--- config.mk ---
export PLATFORM = sky130hd
export DESIGN_NAME = gdc_host_ctrl
export DESIGN_NICKNAME = d
export VERILOG_FILES = /design/src/gdc_sync.v /design/src/gdc_host_ctrl.v
export VERILOG_INCLUDE_DIRS = /design/src
export SDC_FILE = /design/constraint.sdc
export NUM_CORES = 1
export LEC_CHECK = 0
export ABC_CLOCK_PERIOD_IN_PS = 2800
export BUFFER_PORTS_ARGS = -buffer_cell sky130_fd_sc_hd__buf_2
export CAP_MARGIN = 20
export CORE_MARGIN = 8
export CORE_UTILIZATION = 45
export CTS_BUF_LIST = sky130_fd_sc_hd__clkbuf_8
export DETAILED_ROUTE_END_ITERATION = 7
export MAX_ROUTING_LAYER = met4
export PLACE_DENSITY_LB_ADDON = 0.08
export SYNTH_ARGS = -nofsm -noshare
export SYNTH_HDL_FRONTEND = slang
export SYNTH_HIERARCHICAL = 1
export SYNTH_SLANG_ARGS = --single-unit
--- constraint.sdc ---
create_clock -name clk -period 2.8 [get_ports clk]
set_clock_uncertainty 0.15 [all_clocks]
set_input_delay 0.56 -clock clk [delete_from_list [all_inputs] [get_ports clk]]
set_output_delay 0.56 -clock clk [all_outputs]
set_load 0.01 [all_outputs]
--- src/gdc_map.vh ---
`ifndef GDC_MAP_VH
`define GDC_MAP_VH
// clock rate and timing figures
`define GDC_CLK_HZ         10000000
`define GDC_DEGLITCH_NS    40
`define GDC_MUTE_US        100
`define GDC_RST_PULSE_NS   1000
// fsm states
`define GDC_ST_IDLE        3'h0
`define GDC_ST_RUN         3'h1
`define GDC_ST_MUTE        3'h2
`define GDC_ST_PULSE       3'h3
`define GDC_ST_RECOVER     3'h4
// reset/enable source select
`define GDC_RSTSRC_MANUAL  2'h0
`define GDC_RSTSRC_NONINV  2'h1
`define GDC_RSTSRC_INV     2'h2
`endif

--- src/gdc_sync.v ---
`timescale 1ns/10ps
`include "gdc_map.vh"
// =====================================================
// two-flop synchroniser for pin inputs
module gdc_sync #(
    parameter W = 2
) (
    clk,
    rstn,
    pinIn,
    syncOut
);
    input  wire         clk;
    input  wire         rstn;
    input  wire [W-1:0] pinIn;
    output wire [W-1:0] syncOut;

    reg [W-1:0] stage1_reg;
    reg [W-1:0] stage2_reg;

    always @(posedge clk or negedge rstn) begin
        if (!rstn) begin
            stage1_reg <= {W{1'b0}};
            stage2_reg <= {W{1'b0}};
        end else begin
            stage1_reg <= pinIn;
            stage2_reg <= stage1_reg;
        end
    end

    assign syncOut = stage2_reg;
endmodule

--- src/gdc_host_ctrl.v ---
`timescale 1ns/10ps
`include "gdc_map.vh"
// =====================================================
// host-side controller for the isolated gate driver
module gdc_host_ctrl #(
    parameter MUTE_CYC = ((`GDC_MUTE_US * (`GDC_CLK_HZ / 1000)) / 1000),
    parameter PULSE_CYC = ((`GDC_RST_PULSE_NS * (`GDC_CLK_HZ / 1000000)) / 1000)
) (
    clk,
    rstn,
    enableReq,
    rstSrcSel,
    autoRetry,
    pwmHigh,
    pwmLow,
    faultAlarmNPin,
    powerGoodPin,
    pwmNonInvPin,
    pwmInvPin,
    rstEnPin,
    driverReady,
    faultSeen,
    faultCount,
    busy
);
    input  wire        clk;
    input  wire        rstn;
    input  wire        enableReq;
    input  wire [1:0]  rstSrcSel;
    input  wire        autoRetry;
    input  wire        pwmHigh;
    input  wire        pwmLow;
    input  wire        faultAlarmNPin;
    input  wire        powerGoodPin;
    output reg         pwmNonInvPin;
    output reg         pwmInvPin;
    output reg         rstEnPin;
    output reg         driverReady;
    output reg         faultSeen;
    output reg  [7:0]  faultCount;
    output reg         busy;

    // least time rounds up; pulse must clear the 40 ns deglitch
    localparam integer DEGL_CYC =
        (`GDC_DEGLITCH_NS * (`GDC_CLK_HZ / 1000000) + 999) / 1000 + 1;
    localparam integer PULSE_LEN = (PULSE_CYC > DEGL_CYC) ? PULSE_CYC : DEGL_CYC;
    localparam integer MUTE_LEN = (MUTE_CYC > 1) ? MUTE_CYC : 1;

    wire [1:0] pinSync;
    // fault line is inverted ahead of the sync so a reset sync reads "no fault"
    wire       faultActive = pinSync[0];
    wire       pgood       = pinSync[1];

    reg  [2:0]  state_reg;
    reg  [2:0]  state_next;
    reg  [31:0] cnt_reg;
    reg  [31:0] cnt_next;
    reg         rstEn_next;
    reg         nonInv_next;
    reg         inv_next;
    reg         faultFlag_next;
    reg  [7:0]  faultCnt_next;

    gdc_sync #(.W(2)) uSync (
        .clk    (clk),
        .rstn   (rstn),
        .pinIn  ({powerGoodPin, ~faultAlarmNPin}),
        .syncOut(pinSync)
    );

    // =====================================================
    // control sequence
    always @* begin
        state_next     = state_reg;
        cnt_next       = cnt_reg;
        faultFlag_next = faultSeen;
        faultCnt_next  = faultCount;
        // never both high; the driver would hold the gate low anyway
        nonInv_next    = pwmHigh & ~pwmLow;
        inv_next       = pwmLow;
        rstEn_next     = 1'b0;
        case (state_reg)
            `GDC_ST_IDLE: begin
                if (enableReq)
                    state_next = `GDC_ST_RUN;
            end
            `GDC_ST_RUN: begin
                case (rstSrcSel)
                    `GDC_RSTSRC_NONINV: rstEn_next = nonInv_next;
                    `GDC_RSTSRC_INV:    rstEn_next = ~inv_next;
                    default:            rstEn_next = 1'b1;
                endcase
                if (!enableReq) begin
                    state_next = `GDC_ST_IDLE;
                end else if (faultActive && rstSrcSel == `GDC_RSTSRC_MANUAL) begin
                    state_next     = `GDC_ST_MUTE;
                    cnt_next       = 32'h0;
                    faultFlag_next = 1'b1;
                    faultCnt_next  = (faultCount == 8'hff) ? faultCount : faultCount + 8'h01;
                end
            end
            `GDC_ST_MUTE: begin
                rstEn_next = 1'b1;
                if (!enableReq) begin
                    state_next = `GDC_ST_IDLE;
                end else if (cnt_reg >= MUTE_LEN - 1) begin
                    if (autoRetry) begin
                        state_next = `GDC_ST_PULSE;
                        cnt_next   = 32'h0;
                    end
                end else begin
                    cnt_next = cnt_reg + 32'h1;
                end
            end
            `GDC_ST_PULSE: begin
                rstEn_next = 1'b0;
                if (cnt_reg >= PULSE_LEN - 1) begin
                    state_next = `GDC_ST_RECOVER;
                    cnt_next   = 32'h0;
                end else begin
                    cnt_next = cnt_reg + 32'h1;
                end
            end
            `GDC_ST_RECOVER: begin
                // wait for released fault line to reach us through the sync
                rstEn_next = 1'b1;
                if (cnt_reg >= 32'h3) begin
                    state_next = faultActive ? `GDC_ST_MUTE : `GDC_ST_RUN;
                    cnt_next   = 32'h0;
                end else begin
                    cnt_next = cnt_reg + 32'h1;
                end
            end
            default: begin
                state_next = `GDC_ST_IDLE;
            end
        endcase
        if (state_next != `GDC_ST_RUN) begin
            nonInv_next = 1'b0;
            inv_next    = 1'b0;
        end
        if (!enableReq)
            faultFlag_next = 1'b0;
    end

    always @(posedge clk or negedge rstn) begin
        if (!rstn) begin
            state_reg    <= `GDC_ST_IDLE;
            cnt_reg      <= 32'h0;
            rstEnPin     <= 1'b0;
            pwmNonInvPin <= 1'b0;
            pwmInvPin    <= 1'b0;
            driverReady  <= 1'b0;
            faultSeen    <= 1'b0;
            faultCount   <= 8'h00;
            busy         <= 1'b0;
        end else begin
            state_reg    <= state_next;
            cnt_reg      <= cnt_next;
            rstEnPin     <= rstEn_next;
            pwmNonInvPin <= nonInv_next;
            pwmInvPin    <= inv_next;
            driverReady  <= pgood & ~faultActive;
            faultSeen    <= faultFlag_next | (faultActive & (state_reg == `GDC_ST_RUN));
            faultCount   <= faultCnt_next;
            busy         <= (state_next == `GDC_ST_MUTE) || (state_next == `GDC_ST_PULSE)
                            || (state_next == `GDC_ST_RECOVER);
        end
    end
endmodule

==> key figures, run 1 <==
Run status
  • Outcome: completed

Critical path
  • Critical path type: flip-flop to flip-flop
  • Worst reg2reg path endpoint: cnt_reg[20]$_DFFE_PN0P_
  • CP endpoint kind: flip-flop
  • Reg2reg setup slack: 0.27 ns
  • Startpoint types: flip-flop
  • CP arrival: between 2 and 3 ns
  • Critical R2R Launch: cnt_reg[0]$_DFFE_PN0P_
  • R2R cell count: 8
  • Top fanout value on the critical path: 22
  • Critical Path RT: approximately 2.9 ns

Synthesis
  • Simple-gate portion of the synthesized area: 22.9%
  • Yosys cell types: 54
  • Post-Syn Nets: 287
  • Post-synth EDFFs: 0
  • Synth Instances: 269
  • Fraction of registers with async set or reset after synthesis: between 90% and 100%
  • Post-synthesis adder-cell area fraction: 3.74%
  • Post-synthesis xor/xnor area fraction: between 2 and 3%
  • Largest family of logic cells by synthesized area: simple AND/OR/NAND/NOR gates
  • Yosys warns: 6
  • Synth Area in Compound Gates: between 10% and 20%
  • Most used DFF post-synth: dfrtp_1
  • Post-synthesis sequential area ratio: 49.6%
  • Mux share of post-synthesis cell area: 0.421%
  • Synth Area per Inst: around 10 um2
  • Mapped Area: 0.00268 mm2
  • FF+latch count, synth: 53

Clock tree
  • Root Buffer: clkbuf_8
  • PostCTS Resize Cnt: 0
  • Post-CTS Hold Fix Bufs: 1
  • CTS tree: built
  • Level count of the clock H-tree: 2
  • Reg clk slew, reported paths: 0.11 ns
  • Setup bufs post-CTS: 0
  • Clk_lat worst skew: 0.31 ns
  • Num Clock Sinks: 53
  • CTS buffer count: 5
  • Clock tree buffer depth: 2

Floorplanning
  • # rows: 28
  • Die Height: 93.1 um
  • Io pins: 24
  • Starting Density: 45.7%
  • Die W: 93.1 um
  • Die area: between 0.008 and 0.009 mm2
  • Core region area: 0.00585 mm2

Placement
  • Placer congestion estimate: 0.806
  • DP Area: 0.00288 mm2
  • Hpwl dp: 4060 um
  • PortBufs: 23
  • Placed Instances: around 370

Global route
  • Global-route wire length before repair: 9610 um
  • Congestion Overflow GR: 0
  • Largest net degree at the start of global routing: 23
  • Initial antenna violation count: 0
  • Vias in the first global route: 2,031
  • GR Util All Layers: 13.9%

Drt
  • Drt pass-1 iters: 4
  • Routed Antenna Nets: 0
  • DR DRC count: 0
  • Initial DRC Count: 69
  • Final WL: 5480 um
  • Routed len/inst: 14.6 um
  • Via density per instance: 5.43
  • Vias after detailed routing: just over 2,000

Pwr
  • NetSw: 0.000437 W
  • Gate power share: 15.8%
  • Flop pwr share: a little under three fifths
  • Maximum vdd drop: 0.256 mV
  • Power Internal: 0.00108 W
  • Clock power share: between 20% and 30%
  • Pwr Density: between 500 and 600 mW/mm2
  • Leakage: roughly 1.4 nW
  • Switching share of power: between 20 and 30%
  • Total power: 0.00152 W

Cells and area
  • Area of the multi-input gates: 0.00124 mm2
  • ANT cells: 0
  • Layout Cells excl Fill: 375
  • Layout Nets: 317
  • Commonest non-fill, non-tap cell in the layout: dfrtp_1
  • Leading cell types in the layout, fill and taps excluded: dfrtp_1, nor2_1, nand2_1
  • Design Area, Final: 0.00298 mm2
  • Area Overhead vs Synth: 11.4%
  • Layout cells sized above 1: 18.7%
  • Max reg flops: 32
  • Register area: between 0.001 and 0.0015 mm2
  • Final Core Density: 51.0%
  • Fillers: 550

STA
  • Min Tclk post-route: roughly 2.5 ns
  • Worst-Margin Slew: 0.513 ns
  • Slew Limit Fails: 0
  • Period utilization: 90.4%
  • RSZ-0062 raised after global routing: no
  • Final Hold Viols: 0
  • Max frequency: 0.395 GHz
  • Total Neg Setup Slack: 0 ns
  • Finish-stage setup viols: 0
  • Slew HR: 65.7%

Min path
  • Hold path start: uSync/stage1_reg[0]$_DFF_PN0_
  • Worst Hold Path EP: uSync/syncOut[0]$_DFF_PN0_
  • Min-Delay Path Class: flip-flop to flip-flop
  • Hold Path Depth: 0

Job
  • Maxcap violations: 0
[per-stage QoR]
stage / hold WS [ns] / setup WS (ns)
final: 0.207 / 0.268
after floorplan: 0.114 / 0.493
after global placement: 0.182 / 0.305
after detailed placement: 0.185 / 0.247
after global routing: 0.190 / 0.0685
after CTS: 0.201 / 0.252
[routing by layer]
metal | global-route usage, % | routed length [um]
met5 | - | 0
met1 | 17.5 | 2610
met3 | 2.96 | 237
met4 | 4.30 | 46
met2 | 21.9 | 2590
[final cells by class]
type | count | share of cell area [%]
flip-flops and latches | 53 | 44.5
multi-input cells | 194 | 41.5
repair buffers | 31 | 5.96
well taps | 75 | 3.15
clock buffers | 5 | 2.31
inverters | 14 | 1.76
clock inverters | 3 | 0.839
[critical path, cell delays in order, from the launching register on]
cell	delay, ns
dfrtp_1	0.45
inv_1	0.11
ha_1	0.14
or3b_4	0.39
a2111oi_4	0.42
o311a_2	0.37
nor2_4	0.04
buf_4	0.21
a211oi_1	0.18
[cell families after synthesis]
logic type,after synthesis
and+or+nand+nor,119
AOI/OAI and AO/OA,58
DFF,53
buffers and inverters,22
xor gates and xnor gates,8
adders and majority gates,8
muxes,1
[power by group through the flow]
stage                     Clock, W  Sequential, W  Combinational (W)
after floorplan                  0       0.000859           0.000158
after global placement           0       0.000855           0.000240
after detailed placement         0       0.000856           0.000242
after CTS                 0.000466       0.000841           0.000244
after global routing      0.000499       0.000848           0.000277
final                     0.000439       0.000841           0.000241
[synth_stat cells, types with 5 or more instances]
library cell | count | area share (%)
ha_1 | 8 | 3.7
dfrtp_1 | 53 | 50
inv_1 | 14 | 2.0
xnor2_1 | 5 | 1.6
nor2_1 | 34 | 4.8
and3_1 | 5 | 1.2
a211oi_1 | 6 | 1.7
nor4_1 | 5 | 1.2
a22o_1 | 5 | 1.6
nand3_1 | 12 | 2.2
a31oi_1 | 6 | 1.4
a41oi_1 | 10 | 3.3
nand2_1 | 28 | 3.9
o21ai_0 | 6 | 1.1
a21oi_1 | 10 | 1.9
[worst max path at each step]
| stage | startpoint | slack, ns | depth (start not counted) | to |
|---|---|---|---|---|
| after floorplan | cnt_reg[0]$_DFFE_PN0P_ | 0.49 | 9 | cnt_reg[0]$_DFFE_PN0P_ |
| after global placement | cnt_reg[24]$_DFFE_PN0P_ | 0.30 | 6 | cnt_reg[22]$_DFFE_PN0P_ |
| after detailed placement | cnt_reg[0]$_DFFE_PN0P_ | 0.25 | 8 | cnt_reg[20]$_DFFE_PN0P_ |
| after CTS | cnt_reg[24]$_DFFE_PN0P_ | 0.25 | 6 | cnt_reg[22]$_DFFE_PN0P_ |
| after global routing | cnt_reg[24]$_DFFE_PN0P_ | 0.07 | 6 | cnt_reg[20]$_DFFE_PN0P_ |
| final | cnt_reg[0]$_DFFE_PN0P_ | 0.27 | 8 | cnt_reg[20]$_DFFE_PN0P_ |
Note: power is estimated with default switching activity, not from simulation.
==> run 2: changes to the inputs <==
Settings changed: PLACE_DENSITY from default to 0.71, PLACE_DENSITY_LB_ADDON 0.08 to default.
==> run 2 against run 1 <==
Via count rose by 1.4%. Sequential power barely moved. Sequential share of layout area rose by 0.62 points. Count of clock-buffer cells in the layout did not move. Final area fell by 1.4%. Non-clock buffer count fell by 5. Combinational power fell by 4%. Routed wire length fell by 2.8%. Total power fell by 1.9%. Register-to-register slack barely moved. Critical path type unchanged. Largest cell class unchanged. Worst hold slack got worse by 0.16 ns. Clock power fell by 4.6%.
==> key figures, run 2 (synthesized netlist as in run 1, its figures left out) <==
Critical path
  • CP arrival: 2.61 ns
  • Worst reg2reg path endpoint: cnt_reg[20]$_DFFE_PN0P_
  • Startpoint types: flip-flop
  • Critical path type: flip-flop to flip-flop
  • Top fanout value on the critical path: 15
  • R2R cell count: 6
  • Setup crit end: cnt_reg[20]$_DFFE_PN0P_
  • Critical Path RT: 2.87 ns
  • Reg2reg setup slack: approximately 0.26 ns
  • CP endpoint kind: flip-flop
  • Critical R2R Launch: cnt_reg[24]$_DFFE_PN0P_
  • Critical Path Start: cnt_reg[24]$_DFFE_PN0P_

STA
  • Period utilization: 90.7%
  • RSZ-0062 raised after global routing: no
  • Min Tclk post-route: 2.54 ns
  • Slew Limit Fails: 0
  • Total Neg Setup Slack: 0 ns
  • Slew HR: 65.4%
  • Max frequency: 0.394 GHz
  • Finish-stage setup viols: 0
  • Final Hold Viols: 0
  • Worst-Margin Slew: 0.518 ns

Min path
  • Min-Delay Path Class: input port to async pin

Floorplanning
  • Die W: just over 90 um
  • Die area: 0.00867 mm2
  • Die Height: 93.1 um
  • Starting Density: 45.7%
  • Core region area: between 0.005 and 0.006 mm2
  • Io pins: 24
  • # rows: 28

Clock tree
  • Clock tree buffer depth: 2
  • Reg clk slew, reported paths: ~0.09 ns
  • Setup bufs post-CTS: 0
  • CTS tree: built
  • CTS buffer count: 5
  • Post-CTS Hold Fix Bufs: 0
  • PostCTS Resize Cnt: 0
  • Clk_lat worst skew: roughly 0.31 ns
  • Root Buffer: clkbuf_8
  • Num Clock Sinks: 53
  • Level count of the clock H-tree: 2

Cells and area
  • Design Area, Final: 0.00294 mm2
  • Area Overhead vs Synth: 9.86%
  • Max reg flops: 32
  • ANT cells: 0
  • Commonest non-fill, non-tap cell in the layout: dfrtp_1
  • Layout cells sized above 1: 17.6%
  • Layout Nets: 312
  • Layout Cells excl Fill: 370
  • Leading cell types in the layout, fill and taps excluded: dfrtp_1, nor2_1, nand2_1

Placement
  • Hpwl dp: around 3900 um
  • Placer congestion estimate: 0.822
  • DP Area: 0.00285 mm2
  • Placed Instances: 362
  • PortBufs: 23

Pwr
  • Leakage: 1.36 nW
  • NetSw: about 0.00042 W
  • Power Internal: ~0.0011 W
  • Maximum vdd drop: 0.206 mV
  • Clock power share: 28.1%
  • Switching share of power: 28.3%
  • Pwr Density: 507 mW/mm2
  • Gate power share: 15.6%
  • Flop pwr share: 56.3%

Drt
  • Routed len/inst: 14.4 um
  • Initial DRC Count: 94
  • DR DRC count: 0
  • Final WL: about 5300 um
  • Vias after detailed routing: 2,067
  • Routed Antenna Nets: 0
  • Drt pass-1 iters: 4
  • Via density per instance: between 5 and 6

Global route
  • Initial antenna violation count: 0
  • Congestion Overflow GR: 0
  • Vias in the first global route: 2,005
  • Global-route wire length before repair: 9230 um
  • Largest net degree at the start of global routing: 33
  • GR Util All Layers: around 13%

Job
  • Maxcap violations: 0

Run status
  • Outcome: completed
run 2: per-stage QoR:
step	power, W	utilization (%)	setup WS, ns	hold slack (ns)
floorplan	0.00102	-	0.493	0.114
global placement	0.00108	48.7	0.302	0.184
detailed placement	0.00109	48.7	0.162	0.189
CTS	0.00151	50.2	0.155	0.0643
global route	0.00159	50.3	0.0918	0.0650
finish	0.00149	50.3	0.260	0.0488
run 2: how the worst min path moves through the flow:
stage                                   from                         end  slack (ns)  cells past startpoint
2_1_floorplan                           rstn              busy$_DFF_PN0_        0.11                      0
3_3_place_gp   uSync/stage1_reg[1]$_DFF_PN0_  uSync/syncOut[1]$_DFF_PN0_        0.18                      0
3_5_place_dp   uSync/stage1_reg[0]$_DFF_PN0_  uSync/syncOut[0]$_DFF_PN0_        0.19                      0
4_1_cts                                 rstn     cnt_reg[14]$_DFFE_PN0P_        0.06                      1
5_1_grt                                 rstn      cnt_reg[0]$_DFFE_PN0P_        0.06                      1
6_report                                rstn     cnt_reg[14]$_DFFE_PN0P_        0.05                      1
run 2: power groups by stage:
stage               registers [W]  logic (W)  clock network, W
finish                   0.000840   0.000232          0.000419
global route             0.000847   0.000264          0.000482
CTS                      0.000841   0.000237          0.000436
detailed placement       0.000856   0.000236                 0
global placement         0.000854   0.000230                 0
floorplan                0.000859   0.000158                 0
run 2: layout make-up:
type	count	area, um2
fill	548	2910
sequential	53	1330
multi-input combinational	194	1240
timing repair buffer	26	138
tap	75	93.8
clock buffer	5	68.8
inverter	14	52.6
clock inverter	3	18.8
run 2: worst max-delay path, cell delays in order, from the launching register on:
cell,delay [ns]
dfrtp_1,0.44
or4_1,0.56
nor3_2,0.20
and4_1,0.26
o21a_2,0.32
nand3_2,0.21
a211oi_1,0.30
run 2: routing by layer:
layer  part of all wire (%)  global-route usage [%]
met1                     47                    16.2
met2                     46                    20.8
met3                    6.1                    4.25
met4                    1.2                    5.10
met5                      0                       -
==> run 3: changes to the inputs <==
Settings changed: ABC_CLOCK_PERIOD_IN_PS 2800 to 3000.
Clock period 2.8 ns to 3 ns, I/O delays scaled along.
==> run 3 against run 2 <==
Sequential power decreased by 6.5%. Clock power increased by 16%. First-iteration DRC count decreased by 2.1%. Die area unchanged. Critical path depth unchanged. Largest cell class unchanged. Highest routed layer unchanged.
==> key figures, run 3 (synthesized netlist as in run 1, its figures left out) <==
Run status
  • Outcome: completed

Clock tree
  • Reg clk slew, reported paths: 0.10 ns
  • Setup bufs post-CTS: 0
  • Num Clock Sinks: 53
  • Clock tree buffer depth: 2
  • Post-CTS Hold Fix Bufs: 0
  • CTS tree: built
  • PostCTS Resize Cnt: 0
  • CTS buffer count: 5
  • Root Buffer: clkbuf_8
  • Level count of the clock H-tree: 2
  • Clk_lat worst skew: 0.31 ns

Floorplanning
  • Die Height: 93.1 um
  • Starting Density: 45.7%
  • # rows: 28
  • Core region area: 0.00585 mm2
  • Io pins: 24
  • Die area: about 0.0087 mm2
  • Die W: slightly above 90 um

Global route
  • Global-route wire length before repair: 8900 um
  • Vias in the first global route: 1,981
  • Largest net degree at the start of global routing: 54
  • Congestion Overflow GR: 0
  • Initial antenna violation count: 0
  • GR Util All Layers: 12.8%

Cells and area
  • Fillers: 536
  • Area Overhead vs Synth: 11.2%
  • ANT cells: 0
  • Layout cells sized above 1: 17.6%
  • Commonest non-fill, non-tap cell in the layout: dfrtp_1
  • Leading cell types in the layout, fill and taps excluded: dfrtp_1, nor2_1, nand2_1
  • Layout Cells excl Fill: 370
  • Max reg flops: 32
  • Layout Nets: 312

Placement
  • Placement Setup Slack: 0.330 ns
  • Placer congestion estimate: 0.816
  • Hpwl dp: 3650 um
  • PortBufs: 23
  • Placed Instances: 362

Critical path
  • Top fanout value on the critical path: 15
  • Critical R2R Launch: cnt_reg[24]$_DFFE_PN0P_
  • Startpoint types: flip-flop
  • Setup crit end: cnt_reg[26]$_DFFE_PN0P_
  • CP endpoint kind: flip-flop
  • Reg2reg setup slack: roughly 0.33 ns
  • CP arrival: 2.75 ns
  • Critical Path Start: cnt_reg[24]$_DFFE_PN0P_
  • Worst reg2reg path endpoint: cnt_reg[26]$_DFFE_PN0P_
  • Critical path type: flip-flop to flip-flop
  • Critical Path RT: slightly above 3 ns
  • R2R cell count: 6

STA
  • Total Neg Setup Slack: 0 ns
  • Min Tclk post-route: between 2 and 3 ns
  • Slew HR: 63.4%
  • Max frequency: 0.375 GHz
  • RSZ-0062 raised after global routing: no
  • Worst-Margin Slew: 0.547 ns
  • Period utilization: around nine tenths
  • Slew Limit Fails: 0
  • Finish-stage setup viols: 0
  • Final Hold Viols: 0
  • Final setup margin: 0.330 ns

Pwr
  • Leakage: 1.38 nW
  • Maximum vdd drop: 0.297 mV
  • Pwr Density: 501 mW/mm2
  • Total power: 0.00149 W

Drt
  • DR DRC count: 0
  • Final WL: 5220 um
  • Initial DRC Count: 92
  • Via density per instance: 5.62
  • Routed len/inst: 14.1 um
  • Vias after detailed routing: 2,081
  • Drt pass-1 iters: 4
  • Routed Antenna Nets: 0

Job
  • Maxcap violations: 0

Min path
  • Min-Delay Path Class: input port to async pin
[run 3: area by class of cell]
type,instances,area [um2],area share (%)
inverter,14,52.6,1.77
clock buffer,5,68.8,2.31
multi-input combinational,194,1240,41.6
sequential,53,1330,44.6
timing repair buffer,26,150,5.05
tap,75,93.8,3.15
clock inverter,3,46.3,1.56
[run 3: routing by layer]
metal / global-route usage, % / vias up / part of all wire [%]
li1: - / 1017 / -
met4: 4.97 / 0 / 1.4
met1: 15.4 / 1013 / 48
met5: - / - / 0
met2: 20.1 / 43 / 45
met3: 3.21 / 8 / 5.6
[run 3: metrics by stage]
stage | hold WS (ns) | utilization (%) | area, um2
6_report | 0.109 | 50.9 | 2980
5_1_grt | 0.119 | 50.9 | 2980
4_1_cts | 0.118 | 50.9 | 2980
3_5_place_dp | 0.192 | 48.9 | 2860
3_3_place_gp | 0.183 | 48.9 | 2860
2_1_floorplan | 0.154 | - | 2680
[run 3: worst min-delay path by stage]
stage / from / endpoint / slack, ns / cells past startpoint
after floorplan: rstn / busy$_DFF_PN0_ / 0.15 / 0
after global placement: uSync/stage1_reg[1]$_DFF_PN0_ / uSync/syncOut[1]$_DFF_PN0_ / 0.18 / 0
after detailed placement: uSync/stage1_reg[0]$_DFF_PN0_ / uSync/syncOut[0]$_DFF_PN0_ / 0.19 / 0
after CTS: rstn / busy$_DFF_PN0_ / 0.12 / 2
after global routing: rstn / busy$_DFF_PN0_ / 0.12 / 2
final: rstn / busy$_DFF_PN0_ / 0.11 / 2
[run 3: worst max-delay path, stage by stage, from the launching register on]
cell      delay (ns)
dfrtp_1         0.44
or4_1           0.55
nor3_2          0.21
and4_1          0.26
o21a_2          0.34
nand3_1         0.31
a211oi_1        0.32
[run 3: report_power, final]
group          leakage, nW  total, W  internal, W  switching (W)
combinational        0.606  0.000218    0.0000895       0.000128
sequential           0.722  0.000785     0.000748      0.0000368
clock               0.0543  0.000488     0.000250       0.000238
